### src/port_ctrl_pkg.sv
/*
 * Constants and carrier types for the per-port transmit rate control and
 * auto-negotiation control bank of a three-port switch.
 * Assumes an 8-bit register address space with one byte per register.
 */
package port_ctrl_pkg;

    localparam int NUM_PORTS    = 3;
    localparam int NUM_AN_PORTS = 2;

    // Register byte offsets.
    localparam logic [7:0] OFS_P1_RATE    = 8'h1b;
    localparam logic [7:0] OFS_P2_RATE    = 8'h2b;
    localparam logic [7:0] OFS_P3_RATE    = 8'h3b;
    localparam logic [7:0] OFS_P1_AN      = 8'h1c;
    localparam logic [7:0] OFS_P2_AN      = 8'h2c;
    localparam logic [7:0] OFS_P3_AN_RSVD = 8'h3c;

    // Transmit rate control field positions inside the rate register.
    localparam int RATE_DIFF_BIT  = 2;
    localparam int RATE_LO_EN_BIT = 1;
    localparam int RATE_HI_EN_BIT = 0;

    // Reset values.
    localparam logic [7:0] RATE_RESET    = 8'h00;
    localparam logic [7:0] AN_RESET      = 8'h0f;
    localparam logic [7:0] RDATA_RESET   = 8'h00;
    localparam logic [7:0] RSVD_READ     = 8'h00;
    localparam logic       ADV_100_RESET = 1'b1;
    localparam logic       ADV_10_RESET  = 1'b1;

    // Positions of the straps in the synchronised strap vector.
    localparam int STRAP_WIDTH    = 7;
    localparam int STRAP_P1_AN    = 0;
    localparam int STRAP_P1_SPEED = 1;
    localparam int STRAP_P1_DPX   = 2;
    localparam int STRAP_P2_AN    = 3;
    localparam int STRAP_P2_SPEED = 4;
    localparam int STRAP_P2_DPX   = 5;
    localparam int STRAP_PAUSE    = 6;

    // Field order matches bits 7 down to 0 of the auto-negotiation register.
    typedef struct packed {
        logic an_en;
        logic force_100;
        logic force_full;
        logic adv_pause;
        logic adv_100fd;
        logic adv_100hd;
        logic adv_10fd;
        logic adv_10hd;
    } an_ctrl_s;

    typedef struct packed {
        logic rate_en;
        logic use_high;
    } tx_rate_sel_s;

    typedef struct packed {
        logic use_forced_speed;
        logic use_forced_duplex;
        logic speed_100;
        logic full_duplex;
    } phy_mode_s;

    typedef enum logic [1:0] {
        INIT_SYNC1 = 2'b00,
        INIT_SYNC2 = 2'b01,
        INIT_LOAD  = 2'b10,
        INIT_RUN   = 2'b11
    } init_state_e;

endpackage

### src/port_rate_an_ctrl.sv
/*
 * Per-port transmit rate control selection and auto-negotiation control
 * registers, all reachable by the register port; the MII management port reaches only the negotiation ones.
 * Assumes register and management requests, packet priority and the
 * negotiation failure flag come from logic on clk; strap pins are async.
 */
`timescale 1ns/1ps

module port_rate_an_ctrl (
    input  wire  logic                                  clk,
    input  wire  logic                                  reset_n,
    input  wire  logic                                  ce,
    input  wire  logic [7:0]                            reg_addr,
    input  wire  logic                                  reg_wr,
    input  wire  logic                                  reg_rd,
    input  wire  logic [7:0]                            reg_wdata,
    output logic       [7:0]                            reg_rdata,
    input  wire  logic                                  miim_port_sel,
    input  wire  logic                                  miim_wr,
    input  wire  logic                                  miim_rd,
    input  wire  logic [7:0]                            miim_wdata,
    output logic       [7:0]                            miim_rdata,
    input  wire  logic                                  port1_autoneg_strap,
    input  wire  logic                                  port1_speed_strap,
    input  wire  logic                                  port1_duplex_strap,
    input  wire  logic                                  port2_autoneg_strap,
    input  wire  logic                                  port2_speed_strap,
    input  wire  logic                                  port2_duplex_strap,
    input  wire  logic                                  advertise_pause_strap,
    input  wire  logic [2:0]                            tx_high_prio,
    input  wire  logic [1:0]                            an_failed,
    output port_ctrl_pkg::tx_rate_sel_s [2:0]           tx_rate_sel,
    output port_ctrl_pkg::an_ctrl_s     [1:0]           an_ctrl,
    output port_ctrl_pkg::phy_mode_s    [1:0]           phy_mode,
    output logic                                        config_ready
);
    import port_ctrl_pkg::*;

    logic         [STRAP_WIDTH-1:0] strap_meta_q;
    logic         [STRAP_WIDTH-1:0] strap_sync_q;
    init_state_e                    state_q;
    init_state_e                    state_d;
    logic         [2:0][7:0]        rate_q;
    logic         [2:0][7:0]        rate_d;
    an_ctrl_s     [1:0]             an_q;
    an_ctrl_s     [1:0]             an_d;
    logic         [7:0]             reg_rdata_q;
    logic         [7:0]             reg_rdata_d;
    logic         [7:0]             miim_rdata_q;
    logic         [7:0]             miim_rdata_d;
    tx_rate_sel_s [2:0]             tx_rate_sel_q;
    tx_rate_sel_s [2:0]             tx_rate_sel_d;
    phy_mode_s    [1:0]             phy_mode_q;
    phy_mode_s    [1:0]             phy_mode_d;

    // Picks the counter set and enable for one egress packet.
    function automatic tx_rate_sel_s rate_select(input logic [7:0] ctrl,
                                                 input logic       high);
        tx_rate_sel_s sel;
        sel = '0;
        if (ctrl[RATE_DIFF_BIT] && high) begin
            sel.use_high = 1'b1;
            sel.rate_en  = ctrl[RATE_HI_EN_BIT];
        end else begin
            sel.use_high = 1'b0;
            sel.rate_en  = ctrl[RATE_LO_EN_BIT];
        end
        return sel;
    endfunction

    // Builds a negotiation register value from the sampled straps.
    function automatic an_ctrl_s strap_value(input logic an_en,
                                             input logic spd,
                                             input logic dpx,
                                             input logic pause);
        an_ctrl_s v;
        v            = AN_RESET;
        v.an_en      = an_en;
        v.force_100  = spd;
        v.force_full = dpx;
        v.adv_pause  = pause;
        v.adv_100fd  = ADV_100_RESET;
        v.adv_100hd  = ADV_100_RESET;
        v.adv_10fd   = ADV_10_RESET;
        v.adv_10hd   = ADV_10_RESET;
        return v;
    endfunction

    // The strap pins are held in place by resistors, so two stages suffice.
    always_ff @(posedge clk or negedge reset_n) begin
        if (!reset_n) begin
            strap_meta_q <= '0;
            strap_sync_q <= '0;
        end else if (ce) begin
            strap_meta_q <= {advertise_pause_strap, port2_duplex_strap,
                             port2_speed_strap, port2_autoneg_strap,
                             port1_duplex_strap, port1_speed_strap,
                             port1_autoneg_strap};
            strap_sync_q <= strap_meta_q;
        end
    end

    always_comb begin
        state_d      = state_q;
        rate_d       = rate_q;
        an_d         = an_q;
        reg_rdata_d  = reg_rdata_q;
        miim_rdata_d = miim_rdata_q;
        case (state_q)
            INIT_SYNC1: begin
                state_d = INIT_SYNC2;
            end
            INIT_SYNC2: begin
                state_d = INIT_LOAD;
            end
            INIT_LOAD: begin
                an_d[0] = strap_value(strap_sync_q[STRAP_P1_AN],
                                      strap_sync_q[STRAP_P1_SPEED],
                                      strap_sync_q[STRAP_P1_DPX],
                                      strap_sync_q[STRAP_PAUSE]);
                an_d[1] = strap_value(strap_sync_q[STRAP_P2_AN],
                                      strap_sync_q[STRAP_P2_SPEED],
                                      strap_sync_q[STRAP_P2_DPX],
                                      strap_sync_q[STRAP_PAUSE]);
                state_d = INIT_RUN;
            end
            INIT_RUN: begin
                if (miim_wr) begin
                    an_d[miim_port_sel] = miim_wdata;
                end
                // The register port is applied last, so it wins a collision.
                if (reg_wr) begin
                    if (reg_addr == OFS_P1_RATE) begin
                        rate_d[0] = reg_wdata;
                    end else if (reg_addr == OFS_P2_RATE) begin
                        rate_d[1] = reg_wdata;
                    end else if (reg_addr == OFS_P3_RATE) begin
                        rate_d[2] = reg_wdata;
                    end else if (reg_addr == OFS_P1_AN) begin
                        an_d[0] = reg_wdata;
                    end else if (reg_addr == OFS_P2_AN) begin
                        an_d[1] = reg_wdata;
                    end
                end
            end
            default: begin
                state_d = INIT_RUN;
            end
        endcase
        if (reg_rd) begin
            if (reg_addr == OFS_P1_RATE) begin
                reg_rdata_d = rate_q[0];
            end else if (reg_addr == OFS_P2_RATE) begin
                reg_rdata_d = rate_q[1];
            end else if (reg_addr == OFS_P3_RATE) begin
                reg_rdata_d = rate_q[2];
            end else if (reg_addr == OFS_P1_AN) begin
                reg_rdata_d = an_q[0];
            end else if (reg_addr == OFS_P2_AN) begin
                reg_rdata_d = an_q[1];
            end else begin
                reg_rdata_d = RSVD_READ;
            end
        end
        if (miim_rd) begin
            miim_rdata_d = an_q[miim_port_sel];
        end
    end

    always_comb begin
        for (int p = 0; p < NUM_PORTS; p++) begin
            tx_rate_sel_d[p] = rate_select(rate_q[p], tx_high_prio[p]);
        end
        for (int p = 0; p < NUM_AN_PORTS; p++) begin
            // forced mode when negotiation is off
            phy_mode_d[p].use_forced_speed  = !an_q[p].an_en;
            // forced duplex also covers a failed negotiation
            phy_mode_d[p].use_forced_duplex = !an_q[p].an_en || an_failed[p];
            phy_mode_d[p].speed_100         = an_q[p].force_100;
            phy_mode_d[p].full_duplex       = an_q[p].force_full;
        end
    end

    always_ff @(posedge clk or negedge reset_n) begin
        if (!reset_n) begin
            state_q       <= INIT_SYNC1;
            rate_q        <= {NUM_PORTS{RATE_RESET}};
            an_q          <= {NUM_AN_PORTS{AN_RESET}};
            reg_rdata_q   <= RDATA_RESET;
            miim_rdata_q  <= RDATA_RESET;
            tx_rate_sel_q <= '0;
            phy_mode_q    <= '0;
        end else if (ce) begin
            state_q       <= state_d;
            rate_q        <= rate_d;
            an_q          <= an_d;
            reg_rdata_q   <= reg_rdata_d;
            miim_rdata_q  <= miim_rdata_d;
            tx_rate_sel_q <= tx_rate_sel_d;
            phy_mode_q    <= phy_mode_d;
        end
    end

    // advertised abilities driven from the register
    assign an_ctrl      = an_q;
    assign reg_rdata    = reg_rdata_q;
    assign miim_rdata   = miim_rdata_q;
    assign tx_rate_sel  = tx_rate_sel_q;
    assign phy_mode     = phy_mode_q;
    assign config_ready = (state_q == INIT_RUN);
endmodule

### config.mk
export PLATFORM = sky130hd
export DESIGN_NAME = port_rate_an_ctrl
export DESIGN_NICKNAME = d
export VERILOG_FILES = /design/src/port_ctrl_pkg.sv /design/src/port_rate_an_ctrl.sv
export SDC_FILE = /design/constraint.sdc
export NUM_CORES = 1
export LEC_CHECK = 0
export ABC_CLOCK_PERIOD_IN_PS = 3300
export BUFFER_PORTS_ARGS = -buffer_cell sky130_fd_sc_hd__buf_2
export CORE_ASPECT_RATIO = 1.5
export CORE_MARGIN = 10
export CORE_UTILIZATION = 55
export DETAILED_ROUTE_END_ITERATION = 7
export GPL_ROUTABILITY_DRIVEN = 0
export PLACE_DENSITY = 0.88
export SLEW_MARGIN = 20
export SYNTH_ARGS = -nofsm -noshare
export SYNTH_HDL_FRONTEND = slang
export SYNTH_SLANG_ARGS = --single-unit
### constraint.sdc
create_clock -name clk -period 3.3 [get_ports clk]
set_input_delay 0.165 -clock clk [delete_from_list [all_inputs] [get_ports clk]]
set_output_delay 0.165 -clock clk [all_outputs]
set_load 0.03 [all_outputs]
# Yosys cells after proc, flatten, opt, wreduce, memory -nomap -nowiden
# Cells that the tools add are included.
# word_totals
ff_bits,86
inputBits,44
output_inout_bits,47
word_cells,91
# classes
magnitude_cmp,2
eq_ne,8
n_mux,23
n_bitwise,2
n_reduce_logical,18
# ops
op,n
$mux W8,11
$mux W16,5
$pmux W16 S2,1
$eq A8 B6 Y1 const B,3
$bwmux W16,1
$eq A8 B5 Y1 const B,2
$demux W8 S1,1
$reduce_and A2 Y1,4
$mux W2,3
$pmux W2 S3,1
$reduce_and A6 Y1,1
$reduce_and A5 Y1,1
$eq A2 B2 Y1 const B,2
$logic_and A1 B1 Y1,4
$reduce_and A4 Y1,1
$reduce_bool A3 Y1,1
$eq A2 B1 Y1 const B,1
$logic_not A1 Y1,2
$logic_not A2 Y1,1
$logic_or A1 B1 Y1,2
$lt A1 B2 Y1 const B,1
$not A1 Y1,2
$reduce_bool A2 Y1,1
$ge A1 B1 Y1 const B,1

# Longest topological paths before layout
# Gate-level depths: netlist of the first run.
# logic_depth
ltp_word,13
mapped_depth,7
depth_no_buf,6

# Worst setup path before layout of the first run
# No wires, ideal clock.
# synth_path
path_type,flip-flop to flip-flop
start,register state_q[0]
end,register rate_q[10] (netlist bit)
setup_ns,0.125
arrival_time_ns,1.882
t_required_ns,3.175
slack_ns,1.294
path_stages_with_launch,7
path_buffers,1
period_less_slack_ns,2.006
cell_sequence,dfrtp_1 ha_1 and2_1 buf_4 nand2_2 nor3b_4 mux2_2
# synth_via
elab_chain_cells,2
# synth_lines
item,line,text
"start, declared",port_rate_an_ctrl.sv:41,init_state_e state_q;
"start signal, assigned",port_rate_an_ctrl.sv:194,state_q <= state_d;
$eq A2 B2 Y1,--,
net config_ready,port_rate_an_ctrl.sv:35,output logic config_ready
$reduce_and A5 Y1 (no source line),--,
"end signal, assigned",port_rate_an_ctrl.sv:187,rate_q <= {NUM_PORTS{RATE_RESET}};
"end signal, assigned",port_rate_an_ctrl.sv:195,rate_q <= rate_d;
"end, declared",port_rate_an_ctrl.sv:43,logic [2:0][7:0] rate_q;
# The timed path passes the listed nets, and every way through them passes these cells.
# A chain may end at the register's enable or synchronous reset.

# Worst setup path in the final report of the first run
# layout_path
start,register state_q[0]
end,register rate_q[23] (netlist bit)
# layout_via
elab_chain_cells,2
# layout_lines
item,line,text
$eq A2 B2 Y1,port_rate_an_ctrl.sv:109,case (state_q)
$reduce_and A6 Y1 (no source line),--,
# No other way between the ends.

==> metrics.md, run 1 <==
| Metric | Value |
|---|---|
| Routed WL per cell | 20.1 um |
| Clock Path Buffers | 2 |
| Die outline area | 0.0119 mm2 |
| Largest net degree at the start of global routing | 87 |
| Placed insts | 543 |
| Starting Density | 56.7% |
| Synth area leader | dfrtp_1 |
| Register area share after synthesis | 50.1% |
| RSZ-0062 raised after global routing | no |
| Post-Syn Area per Cell | 11.6 um2 |
| Async SR Flop Fraction | 100% |
| Clock latency on the worst-skew pair | 0.34 ns |
| Status | finished, final reports clean |
| ANT cells | 0 |
| Core Footprint | 0.00761 mm2 |
| GRT Overall Usage | 19.1% |
| GR Overflow Total | 0 |
| PD cells | 718 mW/mm2 |
| Endpoint type of the worst setup path | flip-flop |
| Crit-path max FO | 13 |
| DP HPWL | 8300 um |
| Final hold violation count | 0 |
| Row cnt | 39 |
| Detailed Routing Iterations Pass 1 | 4 |
| Clock-pin slew of the registers on the worst-case setup and hold paths | 0.06 ns |
| Hold Crit Class | primary input to flip-flop |
| Max cap viols | 0 |
| DRC errors left | 0 |
| CTS tree | yes |
| Synth unique cells | 41 |
| Total number of vias | 3284 |
| Max Slew Vio Count | 0 |
| CP cell instances | ha_1 > and2_1 > nand2_2 > nor3_4 > mux2_2 |
| Crit path DAT | 2.60 ns |
| Synth Flop Type | dfrtp_1 |
| DRT Wirelength | 11200 um |
| Slowest-stage cell, CP | ha_1 |
| Tightest Pin Transition | 0.927 ns |
| Final ANT Viol Nets | 0 |
| Via density | 5.87 |
| Port bufs | 90 |
| Root buf cell | clkbuf_16 |
| I/O pin total | 91 |
| Worst reg2reg path depth | 5 |
| Initial antenna violation count | 0 |
| Die extent in x | 92.3 um |
| Share of layout cells above drive strength 1 | 39.4% |
| Setup TNS | 0 ns |
| Max Clock Freq | 0.422 GHz |
| Post-synth EDFFs | 0 |
| Yosys reg bits | 86 |
| Htree depth | 3 |
| CTS Buf Count | 9 |
| Post-synth top area share | 45.2% |
| Non-Filler Instances | 559 |
| Crit path required time | 3.53 ns |
| VDD IR-drop max | 631 uV |
| CP max stage delay | 0.45 ns |
| Cell area after synthesis | 0.00432 mm2 |
| Worst hold path cell count | 2 |
| Synth warnings | 0 |
| Final setup violation count | 0 |
| Layout Nets | 500 |
| Worst Skew | 0.00541 ns |
| Most frequent cells in the layout | 89 x buf_2, 78 x dfrtp_1, 58 x mux2_2 |
| Syn-to-layout area delta | 18.4% |
| Setup CP Type | flip-flop to flip-flop |
| Mapped Cells | 373 |
| Commonest non-fill, non-tap cell in the layout | buf_2 |
| Leak Pwr | 2.51 nW |
| Final min period | 2.37 ns |
| First-pass GRT wire length | 18100 um |
| Initial DRC Count | 283 |
| Clk sinks | 86 |
| Fin crit share | 71.8% |
| Die span in y | 129 um |
| Startpoint types | flip-flop |
| Vias in the first global route | 3504 |
| Syn nets | 420 |
| Hold Slack | 0.0558 ns |
| Post-CTS sizing | 0 |
| Synth area leaders | dfrtp_1 45%, mux2_2 15%, mux2i_1 6.7% |
| Slew HR | 37.8% |
==> layer usage <==
| layer | GRT usage [%] | part of all wire (%) |
|---|---|---|
| met1 | 20.7 | 39 |
| met2 | 34.3 | 54 |
| met3 | 5.76 | 5.7 |
| met4 | 7.01 | 1.9 |
| met5 | 0 | 0 |
==> final timing paths <==
kind / from / slack [ns] / endpoint
worst min-delay path: port1_speed_strap / 0.06 / strap_meta_q[1]
worst min register to register: strap_sync_q[3] / 0.50 / strap_sync_q[3]
worst max register to register: state_q[0] / 0.93 / rate_q[23]
worst max-delay path: state_q[0] / 0.93 / rate_q[23]
max in group asynchronous: reset_n / 2.32 / an_ctrl[7]
min in group asynchronous: reset_n / 0.46 / phy_mode[2]
==> cell usage after synthesis (7+ instances only) <==
cell type and n:
a21oi_1 33, a22oi_1 8, clkbuf_1 12, dfrtp_1 78, dfstp_2 8, inv_1 9, mux2_2 58, mux2i_1 29
nand2_1 18, nor2_1 31, nor3b_1 7, o21ai_0 15
==> worst max-delay path, delay by kind of cell (launching register included) <==
family	cells	cell delay, ns
flip-flops	1	0.40
AND/OR/NAND/NOR	3	1.01
adder cells (fa/ha/maj)	1	0.45
multiplexers	1	0.39
==> kinds of logic (layout without fill, tap and decap cells) <==
group	after synthesis	after routing	synth area share [%]
and+or+nand+nor	81	81	11.3
AOI/OAI and AO/OA	84	84	12.5
muxes	87	87	21.9
adders and majority gates	3	3	0.870
buffers and inverters	32	116	3.45
DFF	86	86	50.1
==> what timing repair did <==
| item | 4_1_cts | 5_1_grt |
|---|---|---|
| endpoints found under the hold margin | 0 | 78 |
| buffers inserted | 0 | 0 |
| hold buffers | 0 | 1 |
==> power breakdown <==
group | total [mW] | internal, mW | switching (mW)
sequential | 1.50 | 1.28 | 0.212
combinational | 1.12 | 0.386 | 0.729
clock | 1.06 | 0.659 | 0.400
total | 3.67 | 2.33 | 1.34
==> registers in the layout, summed over array words and instances, names as in the netlist <==
name / flops
miim_rdata: 8
reg_rdata: 8
phy_mode: 8
strap_sync_q: 7
strap_meta_q: 7
state_q: 2
tx_rate_sel: 6
rate_q: 24
an_ctrl: 16
==> stage by stage <==
step,utilization [%],setup WS (ns),cell area [um2],power (mW)
finish,67.1,0.930,5110,3.67
CTS,66.9,0.942,5100,3.68
detailed placement,62.9,0.965,4790,2.62
global placement,62.9,1.09,4790,2.56
global route,67.1,0.743,5110,3.83
floorplan,-,1.29,4320,2.26
==> cell type report <==
cell class,count,area [um2]
clock inverter,4,73.8
tap,102,128
inverter,9,33.8
timing repair buffer,92,474
sequential,86,2160
fill,590,2500
clock buffer,11,233
multi-input combinational,255,2010
(Power assumes the default switching activity.)
==> run 2, diff against run 1 <==
--- a/config.mk
+++ b/config.mk
@@ -5,14 +5,14 @@
 export SDC_FILE = /design/constraint.sdc
 export NUM_CORES = 1
 export LEC_CHECK = 0
-export ABC_CLOCK_PERIOD_IN_PS = 3300
+export ABC_CLOCK_PERIOD_IN_PS = 2000
 export BUFFER_PORTS_ARGS = -buffer_cell sky130_fd_sc_hd__buf_2
 export CORE_ASPECT_RATIO = 1.5
 export CORE_MARGIN = 10
-export CORE_UTILIZATION = 55
+export CORE_UTILIZATION = 49
 export DETAILED_ROUTE_END_ITERATION = 7
 export GPL_ROUTABILITY_DRIVEN = 0
-export PLACE_DENSITY = 0.88
+export PLACE_DENSITY = 0.84
 export SLEW_MARGIN = 20
 export SYNTH_ARGS = -nofsm -noshare
 export SYNTH_HDL_FRONTEND = slang
==> constraint.sdc (replaced) <==
create_clock -name clk -period 2 [get_ports clk]
set_input_delay 0.1 -clock clk [delete_from_list [all_inputs] [get_ports clk]]
set_output_delay 0.1 -clock clk [all_outputs]
set_load 0.03 [all_outputs]
==> run 2 against run 1 <==
Clock power increased by 77%. Clock skew increased by 0.0011 ns. Design area increased by 3.9%. Critical path type unchanged.
==> metrics.md, run 2 (synthesis results as in run 1) <==
| Metric | Value |
|---|---|
| Leak Pwr | 2.61 nW |
| Clk sinks | 86 |
| Clock latency on the worst-skew pair | 0.35 ns |
| Status | finished, final reports clean |
| CTS tree | yes |
| # Post-CTS Setup Buffers | 0 |
| Clock Path Buffers | 2 |
| PD cells | 1180 mW/mm2 |
| Largest net degree at the start of global routing | 46 |
| Slew HR | 54.5% |
| DRT Wirelength | 11900 um |
| Total number of vias | 3426 |
| Final setup violation count | 0 |
| Multi-input logic area | 0.00201 mm2 |
| Initial DRC Count | 203 |
| Htree depth | 3 |
| Setup TNS | 0 ns |
| Max FFs per register | 24 |
| Max Slew Vio Count | 0 |
| Hold Crit Class | primary input to flip-flop |
| Final min period | 1.87 ns |
| Worst Skew | 0.00648 ns |
| Root buf cell | clkbuf_16 |
| Setup CP Type | flip-flop to flip-flop |
| Die outline area | 0.0130 mm2 |
| Detailed Routing Iterations Pass 1 | 5 |
| Endpoint type of the worst setup path | flip-flop |
| RSZ-0062 raised after global routing | no |
| RR Endpoint | rate_q[13] |
| DP HPWL | 8830 um |
| Vias in the first global route | 3795 |
| Via density | 5.88 |
| Hold Path Sink | tx_rate_sel[0] |
| Startpoint types | flip-flop |
| Row cnt | 41 |
| Routed WL per cell | 20.4 um |
| Syn-to-layout area delta | 23.0% |
| Crit path required time | 2.23 ns |
| Tightest Pin Transition | 0.681 ns |
| Commonest non-fill, non-tap cell in the layout | buf_2 |
| Biggest register | rate_q |
| Core Footprint | 0.00852 mm2 |
| Clock-pin slew of the registers on the worst-case setup and hold paths | 0.06 ns |
| Share of layout cells above drive strength 1 | 40.1% |
| Die span in y | 135 um |
| GRT Overall Usage | 18.3% |
| Layout Nets | 518 |
| VDD IR-drop max | 874 uV |
| Worst hold path cell count | 3 |
| Max Clock Freq | 0.535 GHz |
| Final ANT Viol Nets | 0 |
| Reg area | 0.00216 mm2 |
| Crit-path max FO | 8 |
| First-pass GRT wire length | 19500 um |
| Final hold violation count | 0 |
| Fin crit share | 93.5% |
| DRC errors left | 0 |
| GR Overflow Total | 0 |
| Final setup margin | 0.130 ns |
| I/O pin total | 91 |
| Filler cells | 685 |
| Die extent in x | 96.6 um |
| Worst R2R Start | state_q[1] |
| Most frequent cells in the layout | 89 x buf_2, 78 x dfrtp_1, 58 x mux2_2 |
| ANT cells | 0 |
| Crit path DAT | 2.10 ns |
| CTS Buf Count | 9 |
| Initial antenna violation count | 0 |
| Max cap viols | 0 |
| Starting Density | 50.7% |
| Worst reg2reg path depth | 5 |
| FF-to-FF setup slack | 0.13 ns |
| HP Start | tx_high_prio[0] |
| Total Power | 6.27 mW |
| DP Worst Slack | 0.145 ns |
| Port bufs | 90 |
run 2: cell types whose count changed in the layout (fill, tap and decap cells not counted), sizes merged:
| cell | previous run | this run |
|---|---|---|
| buf | 91 | 101 |
| bufinv | 2 | 3 |
| clkbuf | 11 | 12 |
| clkinv | 2 | 1 |
| dlygate4sd3 | 1 | 9 |
run 2: worst max-delay path, cell delays in order (launching register included):
cell,delay [ns]
dfrtp_1,0.41
ha_2,0.20
and2_1,0.16
nand2_2,0.13
nor3b_4,0.44
mux2_2,0.40
run 2: metrics by stage:
stage | utilization [%] | instance area, um2 | hold WS (ns) | std cells
finish | 62.3 | 5310 | 0.000392 | 583
global route | 62.3 | 5310 | 0.00868 | 583
CTS | 62.3 | 5310 | 0.00595 | 583
detailed placement | 57.4 | 4890 | 0.136 | 558
global placement | 57.4 | 4890 | 0.128 | 558
floorplan | - | 4320 | -0.196 | 373
run 2: report_power, final:
| part | internal (mW) | switching [mW] |
|---|---|---|
| sequential | 2.12 | 0.365 |
| combinational | 0.681 | 1.22 |
| clock | 1.22 | 0.665 |
run 2: worst max-delay path by stage:
stage | start | end | slack, ns | depth (start not counted)
4_1_cts | state_q[0] | rate_q[13] | 0.14 | 5
5_1_grt | state_q[1] | rate_q[11] | 0.07 | 5
2_1_floorplan | state_q[0] | rate_q[10] | 0.09 | 6
6_report | state_q[1] | rate_q[13] | 0.13 | 5
3_5_place_dp | state_q[0] | rate_q[11] | 0.15 | 5
3_3_place_gp | state_q[0] | rate_q[15] | 0.26 | 5
run 2: timing repair:
item                                   in CTS  in global routing
gates resized for setup                     0                  0
hold buffers                                9                  0
endpoints found under the hold margin      43                  0
run 2: per-layer routing:
layer	track usage (%)	vias up	routed length [um]
met5	0	-	0
li1	-	1556	-
met2	32.9	129	6450
met3	4.60	30	605
met4	9.21	0	335
met1	19.2	1711	4520
run 2: area by class of cell:
type | count | share of cell area (%)
Clock buffer | 12 | 4.46
Inverter | 9 | 0.636
Timing Repair Buffer | 110 | 12.0
Clock inverter | 4 | 1.79
Multi-Input combinational cell | 255 | 37.8
Sequential cell | 86 | 40.7
Tap cell | 107 | 2.52
